**src/pkg/dcie_consts.svh**
```systemverilog
// register offsets, reset values and field sizes for the completion interrupt enable block
`ifndef DCIE_CONSTS_SVH
`define DCIE_CONSTS_SVH
`define DCIE_OFF_ENABLE_LOW 12'h000
`define DCIE_OFF_ENABLE_HIGH 12'h004
`define DCIE_OFF_CLEAR_LOW 12'h008
`define DCIE_OFF_CLEAR_HIGH 12'h00C
`define DCIE_OFF_SET_LOW 12'h010
`define DCIE_OFF_SET_HIGH 12'h014
`define DCIE_OFF_PENDING_LOW 12'h018
`define DCIE_OFF_PENDING_HIGH 12'h01C
`define DCIE_OFF_PCLEAR_LOW 12'h020
`define DCIE_OFF_PCLEAR_HIGH 12'h024
`define DCIE_RESET_WORD 32'h0000_0000
`define DCIE_ADDR_W 12
`define DCIE_CODE_W 6
`endif

```
**src/pkg/dcie_pkg.sv**
```systemverilog
// types shared by the completion interrupt enable block
package dcie_pkg;
    typedef enum logic [3:0] {
        DCIE_R_EN_LO,
        DCIE_R_EN_HI,
        DCIE_R_CLR_LO,
        DCIE_R_CLR_HI,
        DCIE_R_SET_LO,
        DCIE_R_SET_HI,
        DCIE_R_PND_LO,
        DCIE_R_PND_HI,
        DCIE_R_PCLR_LO,
        DCIE_R_PCLR_HI,
        DCIE_R_NONE
    } dcie_reg_e;
    typedef logic [63:0] dcie_chan_t;
endpackage

```
**src/pkg/dcie_wr_if.sv**
```systemverilog
// write strobes from the bus slave to the channel bit stores
`timescale 1ns/100ps
interface dcie_wr_if;
    logic [63:0] set_mask;
    logic [63:0] clr_mask;
    modport src (output set_mask, output clr_mask);
    modport dst (input set_mask, input clr_mask);
endinterface

```
**src/rtl/dcie_top.sv**
```systemverilog
// completion interrupt enable and pending logic with an AHB-Lite register slave
//
// Function
// every channel may raise a completion interrupt when its transfer finishes
// direct writes to enable registers are ignored
// writing one to an enable-set bit sets that enable bit
// writing one to an enable-clear bit clears it; zero leaves it
// low enable bit n belongs to channel n, channels 0 to 31
// high enable bit n belongs to channel n plus 32
// enable bit zero means disabled, one means enabled
// enable registers are read-only and reset to zero
// enable-clear registers are write-only, read zero, map low and high halves
// writing zero to an enable-set bit has no effect
// completion code n sets pending bit n until software clears it
// interrupt output high while any channel is both pending and enabled
//
// The address map and the AHB-Lite slave port were left to the implementer.
`timescale 1ns/100ps
`include "dcie_consts.svh"
module dcie_top
    import dcie_pkg::*;
(
    input wire logic hclk,
    input wire logic hresetn,
    input wire logic hsel,
    input wire logic [31:0] haddr,
    input wire logic [1:0] htrans,
    input wire logic hwrite,
    input wire logic [2:0] hsize,
    input wire logic [31:0] hwdata,
    input wire logic hready,
    output logic [31:0] hrdata,
    output logic hreadyout,
    output logic hresp,
    input wire logic code_valid,
    input wire logic [5:0] completion_code,
    output logic completion_irq
);
    logic wr_pend_reg;
    dcie_reg_e addr_reg;
    logic [63:0] enable_bits;
    logic [63:0] pending_bits;
    logic [63:0] code_hit;
    logic [31:0] hrdata_next;
    logic [31:0] hrdata_reg;
    logic irq_reg;

    dcie_wr_if en_wr();
    dcie_wr_if pnd_wr();

    function automatic dcie_reg_e decode(input logic [11:0] a);
        unique case (a)
            `DCIE_OFF_ENABLE_LOW: decode = DCIE_R_EN_LO;
            `DCIE_OFF_ENABLE_HIGH: decode = DCIE_R_EN_HI;
            `DCIE_OFF_CLEAR_LOW: decode = DCIE_R_CLR_LO;
            `DCIE_OFF_CLEAR_HIGH: decode = DCIE_R_CLR_HI;
            `DCIE_OFF_SET_LOW: decode = DCIE_R_SET_LO;
            `DCIE_OFF_SET_HIGH: decode = DCIE_R_SET_HI;
            `DCIE_OFF_PENDING_LOW: decode = DCIE_R_PND_LO;
            `DCIE_OFF_PENDING_HIGH: decode = DCIE_R_PND_HI;
            `DCIE_OFF_PCLEAR_LOW: decode = DCIE_R_PCLR_LO;
            `DCIE_OFF_PCLEAR_HIGH: decode = DCIE_R_PCLR_HI;
            default: decode = DCIE_R_NONE;
        endcase
    endfunction

    // address phase capture, zero wait states
    always_ff @(posedge hclk or negedge hresetn) begin
        if (!hresetn) begin
            wr_pend_reg <= 1'b0;
            addr_reg <= DCIE_R_NONE;
        end else if (hready) begin
            wr_pend_reg <= hsel & htrans[1] & hwrite;
            addr_reg <= (hsel & htrans[1]) ? decode(haddr[11:0]) : DCIE_R_NONE;
        end
    end

    assign hreadyout = 1'b1;
    assign hresp = 1'b0;

    // write data becomes one-cycle masks; zeros have no effect
    always_comb begin
        en_wr.set_mask = '0;
        en_wr.clr_mask = '0;
        pnd_wr.set_mask = '0;
        pnd_wr.clr_mask = '0;
        if (wr_pend_reg) begin
            unique case (addr_reg)
                DCIE_R_SET_LO: en_wr.set_mask[31:0] = hwdata;
                DCIE_R_SET_HI: en_wr.set_mask[63:32] = hwdata;
                DCIE_R_CLR_LO: en_wr.clr_mask[31:0] = hwdata;
                DCIE_R_CLR_HI: en_wr.clr_mask[63:32] = hwdata;
                DCIE_R_PCLR_LO: pnd_wr.clr_mask[31:0] = hwdata;
                DCIE_R_PCLR_HI: pnd_wr.clr_mask[63:32] = hwdata;
                // enable and pending registers drop direct writes
                default: en_wr.set_mask = '0;
            endcase
        end
    end

    // enables: no hardware event, reset to zero
    dcie_bitbank #(.N(64), .EVENT_WINS(1'b1)) u_enable (
        .hclk(hclk),
        .hresetn(hresetn),
        .event_set(64'h0000_0000_0000_0000),
        .wr(en_wr.dst),
        .bits_reg(enable_bits)
    );

    dcie_code_decode u_decode (
        .code_valid(code_valid),
        .code(completion_code),
        .hit(code_hit)
    );

    // pending: sticky, a new code beats a same-cycle clear
    dcie_bitbank #(.N(64), .EVENT_WINS(1'b1)) u_pending (
        .hclk(hclk),
        .hresetn(hresetn),
        .event_set(code_hit),
        .wr(pnd_wr.dst),
        .bits_reg(pending_bits)
    );

    // read word of one register; write-only and unmapped addresses read zero
    function automatic logic [31:0] read_word(input dcie_reg_e r, input logic [63:0] en,
        input logic [63:0] pn);
        unique case (r)
            DCIE_R_EN_LO: read_word = en[31:0];
            DCIE_R_EN_HI: read_word = en[63:32];
            DCIE_R_PND_LO: read_word = pn[31:0];
            DCIE_R_PND_HI: read_word = pn[63:32];
            default: read_word = `DCIE_RESET_WORD;
        endcase
    endfunction

    // read word picked at the address phase so hrdata comes from a flop;
    // a read issued during a write's data phase sees the state before that write
    always_comb begin
        hrdata_next = `DCIE_RESET_WORD;
        if (hready && hsel && htrans[1] && !hwrite) begin
            hrdata_next = read_word(decode(haddr[11:0]), enable_bits, pending_bits);
        end
    end

    // held through the data phase, zero otherwise
    always_ff @(posedge hclk or negedge hresetn) begin
        if (!hresetn) begin
            hrdata_reg <= `DCIE_RESET_WORD;
        end else begin
            hrdata_reg <= hrdata_next;
        end
    end

    assign hrdata = hrdata_reg;

    always_ff @(posedge hclk or negedge hresetn) begin
        if (!hresetn) begin
            irq_reg <= 1'b0;
        end else begin
            irq_reg <= |(pending_bits & enable_bits);
        end
    end

    assign completion_irq = irq_reg;
endmodule

```
**src/rtl/dcie_bitbank.sv**
```systemverilog
// 64 bit store with one-to-set and one-to-clear masks, event set winning
`timescale 1ns/100ps
module dcie_bitbank
    import dcie_pkg::*;
#(
    parameter int N = 64,
    parameter bit EVENT_WINS = 1'b1
) (
    input wire logic hclk,
    input wire logic hresetn,
    input wire logic [N-1:0] event_set,
    dcie_wr_if.dst wr,
    output logic [N-1:0] bits_reg
);
    logic [N-1:0] bits_next;

    always_comb begin
        if (EVENT_WINS) begin
            bits_next = ((bits_reg | wr.set_mask) & ~wr.clr_mask) | event_set;
        end else begin
            bits_next = (bits_reg | wr.set_mask | event_set) & ~wr.clr_mask;
        end
    end

    always_ff @(posedge hclk or negedge hresetn) begin
        if (!hresetn) begin
            bits_reg <= '0;
        end else begin
            bits_reg <= bits_next;
        end
    end
endmodule

```
**src/rtl/dcie_code_decode.sv**
```systemverilog
// turns a returned completion code into a one-hot channel event
`timescale 1ns/100ps
module dcie_code_decode
    import dcie_pkg::*;
(
    input wire logic code_valid,
    input wire logic [5:0] code,
    output logic [63:0] hit
);
    always_comb begin
        hit = '0;
        if (code_valid) begin
            hit[code] = 1'b1;
        end
    end
endmodule

```
**config.mk**
```make
export PLATFORM = sky130hd
export DESIGN_NAME = dcie_top
export DESIGN_NICKNAME = d
export VERILOG_FILES = /design/src/pkg/dcie_pkg.sv /design/src/pkg/dcie_wr_if.sv /design/src/rtl/dcie_top.sv /design/src/rtl/dcie_bitbank.sv /design/src/rtl/dcie_code_decode.sv
export VERILOG_INCLUDE_DIRS = /design/src /design/src/pkg
export SDC_FILE = /design/constraint.sdc
export NUM_CORES = 1
export LEC_CHECK = 0
export ABC_CLOCK_PERIOD_IN_PS = 3150
export BUFFER_PORTS_ARGS = -buffer_cell sky130_fd_sc_hd__buf_2
export CAP_MARGIN = 5
export CORE_ASPECT_RATIO = 0.7
export CORE_MARGIN = 8
export CORE_UTILIZATION = 45
export CTS_CLUSTER_DIAMETER = 60
export DETAILED_ROUTE_END_ITERATION = 8
export PLACE_DENSITY = 0.69
export SYNTH_ARGS = -nofsm -noshare
export SYNTH_HDL_FRONTEND = slang
export SYNTH_SLANG_ARGS = --single-unit
```
**constraint.sdc**
```tcl
create_clock -name hclk -period 3.15 [get_ports hclk]
set_clock_uncertainty 0.15 [all_clocks]
set_input_delay 0.315 -clock hclk [delete_from_list [all_inputs] [get_ports hclk]]
set_output_delay 0.315 -clock hclk [all_outputs]
set_load 0.03 [all_outputs]
```
Word level (Yosys, flattened, before mapping)
Cells that the tools add are included.

storage, ports and cells
  input bits = 81
  logic and storage cells = 60
  bits in registers = 166
  output and inout port bits = 35

operators by class
  magnitude comparators = 2
  multiplexer cells = 17
  reductions and logical operators = 8
  bitwise gates (word level) = 9
  equality and inequality tests = 18

operators by type and width
  operator                                                                             number
  64-bit 2-to-1 mux                                                                    4
  32-bit 2-to-1 mux                                                                    7
  64-bit AND                                                                           3
  64-bit NOT                                                                           2
  64-bit OR                                                                            2
  32-bit one-hot mux with 4 select lines                                               1
  64-bit OR reduction                                                                  1
  12-bit by 5-bit == test with 1-bit output, second input constant                     4
  4-bit one-hot mux with 10 select lines                                               1
  12-bit by 4-bit == test with 1-bit output, second input constant                     2
  12-bit by 6-bit == test with 1-bit output, second input constant                     2
  4-bit by 3-bit == test with 1-bit output, second input constant                      4
  12-bit by 3-bit == test with 1-bit output, second input constant                     1
  12-bit zero test                                                                     1
  4-bit by 2-bit == test with 1-bit output, second input constant                      2
  4-bit == test, second input constant                                                 2
  4-bit 2-to-1 mux                                                                     2
  6-bit by 7-bit < comparator with 1-bit output, second input constant                 1
  1-bit demux with 6-bit select                                                        1
  6-bit by 1-bit greater-or-equal comparator with 1-bit output, second input constant  1
  4-bit by 1-bit == test with 1-bit output, second input constant                      1
  1-bit logical AND                                                                    4
  4-bit zero test                                                                      1
  1-bit AND                                                                            2
  2 further kinds                                                                      2

Depth between registers and ports, before layout
  depth after elaboration = 7
  gate-level depth with buffers = 7
  depth with buffers taken out = 4

By module
Synthesis repeated with hierarchy kept, for this count alone.

unflattened totals
  cell total of the unflattened synthesis = 987
  area, all modules = 9128.8 µm²

by module, submodules not included
  module            area an instance (µm²)  times used  seq. area each (µm²)  cells each
  dcie_bitbank      2562.5                  2           1601.5                192
  dcie_top          3508.4                  1           953.4                 504
  dcie_code_decode  495.5                   1           0.0                   99

Worst setup path after synthesis
OpenSTA, ideal clock, no wires.

  path kind = input-to-reg
  start point = in haddr[3]
  end point = reg hrdata_reg[10], in the netlist hrdata[10]
  arrival = 1.551 ns
  required time = 2.929 ns
  slack = 1.378 ns
  library setup time = 0.071 ns
  buffers on the path = 3
  stages = 7
  cells stage by stage = or2_1 -> buf_2 -> a21oi_1 -> or4b_1 -> buf_2 -> buf_6 -> nor2_1

on the way
  longest elaborated chain between the ends = 6
  elaborated cells between the ends (all ways) = 18
  classes of those cells = eq/ne (12); mux (4); reduce/logical (2)

RTL lines
  element                                                                  line             source
  start, declared                                                          dcie_top.sv:26   input wire logic [31:0] haddr,
  12-bit by 6-bit == test with 1-bit output, or another cell as far along  dcie_top.sv:52   unique case (a)
  4-bit one-hot mux with 10 select lines *                                 dcie_top.sv:52
  4-bit 2-to-1 mux *                                                       dcie_top.sv:141  if (hready && hsel && htrans[1] && !hwrite) begin
  4-bit by 3-bit == test with 1-bit output, or another cell as far along   dcie_top.sv:128  unique case (r)
  32-bit one-hot mux with 4 select lines *                                 dcie_top.sv:128
  32-bit 2-to-1 mux *                                                      dcie_top.sv:141
  named net hrdata_next[10]                                                dcie_top.sv:44   logic [31:0] hrdata_next;
  end signal, assigned                                                     dcie_top.sv:149  hrdata_reg <= `DCIE_RESET_WORD;
  end signal, assigned                                                     dcie_top.sv:151  hrdata_reg <= hrdata_next;
  end, declared                                                            dcie_top.sv:45   logic [31:0] hrdata_reg;

The timed path passes the listed nets; every way through them passes the cells marked *. The select of a mux whose other input is x is not followed.
A chain may end at the register's enable or synchronous reset.

Worst setup path in the final report
  start point = reg u_enable.bits_reg[45]
  end point = reg irq_reg, in the netlist completion_irq

on the way
  longest elaborated chain between the ends = 2

RTL lines
  element                 line                source
  start, declared         dcie_bitbank.sv:13  output logic [N-1:0] bits_reg
  start signal, assigned  dcie_bitbank.sv:29  bits_reg <= bits_next;
  64-bit AND              dcie_top.sv:161     irq_reg <= |(pending_bits & enable_bits);
  64-bit OR reduction     dcie_top.sv:161
  end signal, assigned    dcie_top.sv:161
  end, declared           dcie_top.sv:46      logic irq_reg;

No other way between the ends.

==> results.sh <==
export IMPL_ir_drop_mv=0.336
export IMPL_hold_start="hwdata[2]"
export IMPL_endpoint_kind="flop"
export IMPL_via_per_inst=6.34
export IMPL_ant_nets=0
export IMPL_wl_mm=24.9
export IMPL_drt_iter0_markers=952
export IMPL_power_density_nw_per_um2=541
export IMPL_maxCapViolCount=0
export IMPL_gr_total_overflow=0
export IMPL_arrival_ps=2330
export IMPL_fmax_mhz=453
export IMPL_finalSetupViolCount=0
export IMPL_num_rows=40
export IMPL_final_nets=916
export IMPL_die_area_um2=21600
export IMPL_gp_congestion=0.949
export IMPL_synth_common_cells="164 x dfrtp_1, 128 x a31oi_1, 122 x o21ai_0"
export IMPL_status="finished clean"
export IMPL_grt_use_total_pct=23.1
export IMPL_worst_pin_slew_ps=676
export IMPL_tns_ps=0
export IMPL_clock_latency_ps=430
export IMPL_post_cts_resized=0
export IMPL_synthArstFlopShare_pct=100
export IMPL_syn_to_final_growth_pct=20.7
export IMPL_wl_per_cell_um=23.1
export IMPL_hold_depth=2
export IMPL_cts_tree="done"
export IMPL_dp_hpwl_mm=16.4
export IMPL_syn_inst=740
export IMPL_fp_dieW_um=172
export IMPL_synth_most_common_cell="dfrtp_1"
export IMPL_port_buffers=89
export IMPL_cts_sinks=166
export IMPL_slew_headroom_pct=54.9
export IMPL_slew_violations=0
export IMPL_clk_path_buf_depth=2
export IMPL_ys_seq_area_share_pct=54.0
export IMPL_yosysWarningCount=0
export IMPL_crit_fanout=3
export IMPL_drc=0
export IMPL_ys_top_cells_by_area="dfrtp_1 53%, a31oi_1 10%, mux2i_1 8.3%"
export IMPL_finish_utilization_pct=54.8
export IMPL_synth_seq_cells=166
export IMPL_synth_edf_count=0
export IMPL_start_kind="flop"
export IMPL_leakagePower_nw=4.07
export IMPL_avgSynthCellArea_um2=10.4
export IMPL_synth_cell_types=38
export IMPL_rsz0062_at_grt="false"
export IMPL_syn_num_nets=821
export IMPL_clkTransAtPathRegs_ps=60
export IMPL_die_height_um=125
export IMPL_min_to="u_enable.bits_reg[34]$_DFF_PN0_"
export IMPL_path_class="flop to flop"
export IMPL_antenna_found_initial=1
export IMPL_min_period_over_period_pct=70.1
export IMPL_r2r_cells=4
export IMPL_numCtsBuffers=17
export IMPL_worstReg2RegStart="u_enable.bits_reg[45]$_DFF_PN0_"
export IMPL_reg2reg_to="completion_irq$_DFF_PN0_"
export IMPL_synth_top_area_share_pct=53.3
export IMPL_vias=6831
export IMPL_min_path_type="input port to flop"
export IMPL_synth_area_um2=7700
export IMPL_drive_gt1_share_pct=16.7
export IMPL_first_pass_iters=5
export IMPL_period_minus_slack_ps=2210
export IMPL_rrSetupSlack_ps=940
export IMPL_synth_top_area_cell="dfrtp_1"
export IMPL_cp_required_ps=3270
export IMPL_synth_ff_type="dfrtp_1"
export IMPL_pin_count=116
export IMPL_core_area_um2=17000
export IMPL_initial_core_util_pct=45.4
export IMPL_grt_pass1_vias=6420
export IMPL_root_buffer="clkbuf_16"
export IMPL_grt_max_degree=71
export IMPL_grt_pass1_wl_mm=38.3
export IMPL_htreeDepth=4
export IMPL_hold_viol=0
==> cells by family after synthesis <==
family / count (synthesis) / share of synthesized area [%]
mux: 64 / 8.32
compound gates: 326 / 26.5
flops: 166 / 54.0
buf+inv: 66 / 3.74
simple gates: 116 / 7.36
other cells: 2 / 0.0975
==> how the worst max path moves through the flow <==
stage	startpoint	to	slack (ps)
after floorplan	haddr[3]	hrdata[10]$_DFF_PN0_	1380
after global placement	u_enable.bits_reg[45]$_DFF_PN0_	completion_irq$_DFF_PN0_	1040
after detailed placement	u_enable.bits_reg[17]$_DFF_PN0_	completion_irq$_DFF_PN0_	1030
after CTS	u_enable.bits_reg[17]$_DFF_PN0_	completion_irq$_DFF_PN0_	1010
after global routing	u_enable.bits_reg[60]$_DFF_PN0_	completion_irq$_DFF_PN0_	950
final	u_enable.bits_reg[45]$_DFF_PN0_	completion_irq$_DFF_PN0_	940
==> area by class of cell <==
type | instances | area [um2]
Clock buffer | 25 | 495
Antenna cell | 1 | 2.50
Tap cell | 231 | 289
Multi-Input combinational cell | 508 | 3300
Fill cell | 1507 | 7670
Sequential cell | 166 | 4160
Inverter | 3 | 11.3
Clock inverter | 4 | 70.1
Timing Repair Buffer | 139 | 965
==> worst max-delay path, stage by stage (launching register included) <==
cell,delay (ps)
dfrtp_1,410
a22o_1,250
a221oi_1,440
nand4_1,180
or4_1,630
==> cell usage in the layout, fill, tap and decap left out, types with 2 or more instances in the layout <==
master,count
dlygate4sd3_1,34
nor4bb_4,2
clkbuf_8,4
a31oi_1,128
bufinv_16,2
or3_1,2
a221oi_1,16
nand4_1,6
a22o_1,17
or2_2,3
nand3b_1,5
buf_12,4
nor4_1,2
o22a_1,32
a21oi_1,3
nor2_1,39
conb_1,2
clkinv_2,2
or2_1,4
nand2_1,39
nand3_1,3
inv_1,3
clkbuf_16,17
clkbuf_1,4
dfstp_2,2
o21ai_0,122
or3b_1,2
dfrtp_1,163
mux2i_1,64
o21ai_1,6
buf_2,87
buf_4,13
==> per-layer routing <==
| layer | vias up | wire (um) | GRT usage [%] |
|---|---|---|---|
| li1 | 3029 | - | - |
| met1 | 3416 | 11100 | 33.7 |
| met2 | 347 | 10800 | 32.2 |
| met3 | 35 | 2710 | 7.58 |
| met4 | 4 | 313 | 5.46 |
| met5 | - | 64 | 1.93 |
==> power breakdown <==
part	switching, mW	internal, mW	total, mW
registers	0.152	2.29	2.44
logic	0.308	0.214	0.522
clock network	0.825	1.24	2.06
==> stage by stage <==
step	hold slack (ps)	instances	setup slack, ps	total power [mW]	area, um2
finish	20.2	1077	942	5.03	9300
detailed placement	214	1013	1030	2.95	8390
CTS	2.43	1076	1010	5.03	9300
global placement	217	1013	1040	2.94	8390
floorplan	-131	740	1380	2.71	7700
global route	18.3	1076	955	5.20	9300
==> what timing repair did <==
action | in CTS | in global routing
hold endpoints to repair | 130 | 0
hold buffers | 34 | 0
buffers inserted | 0 | 0
endpoints found under the setup margin | 0 | 0
No activity file was read; power rests on OpenSTA's default activity.
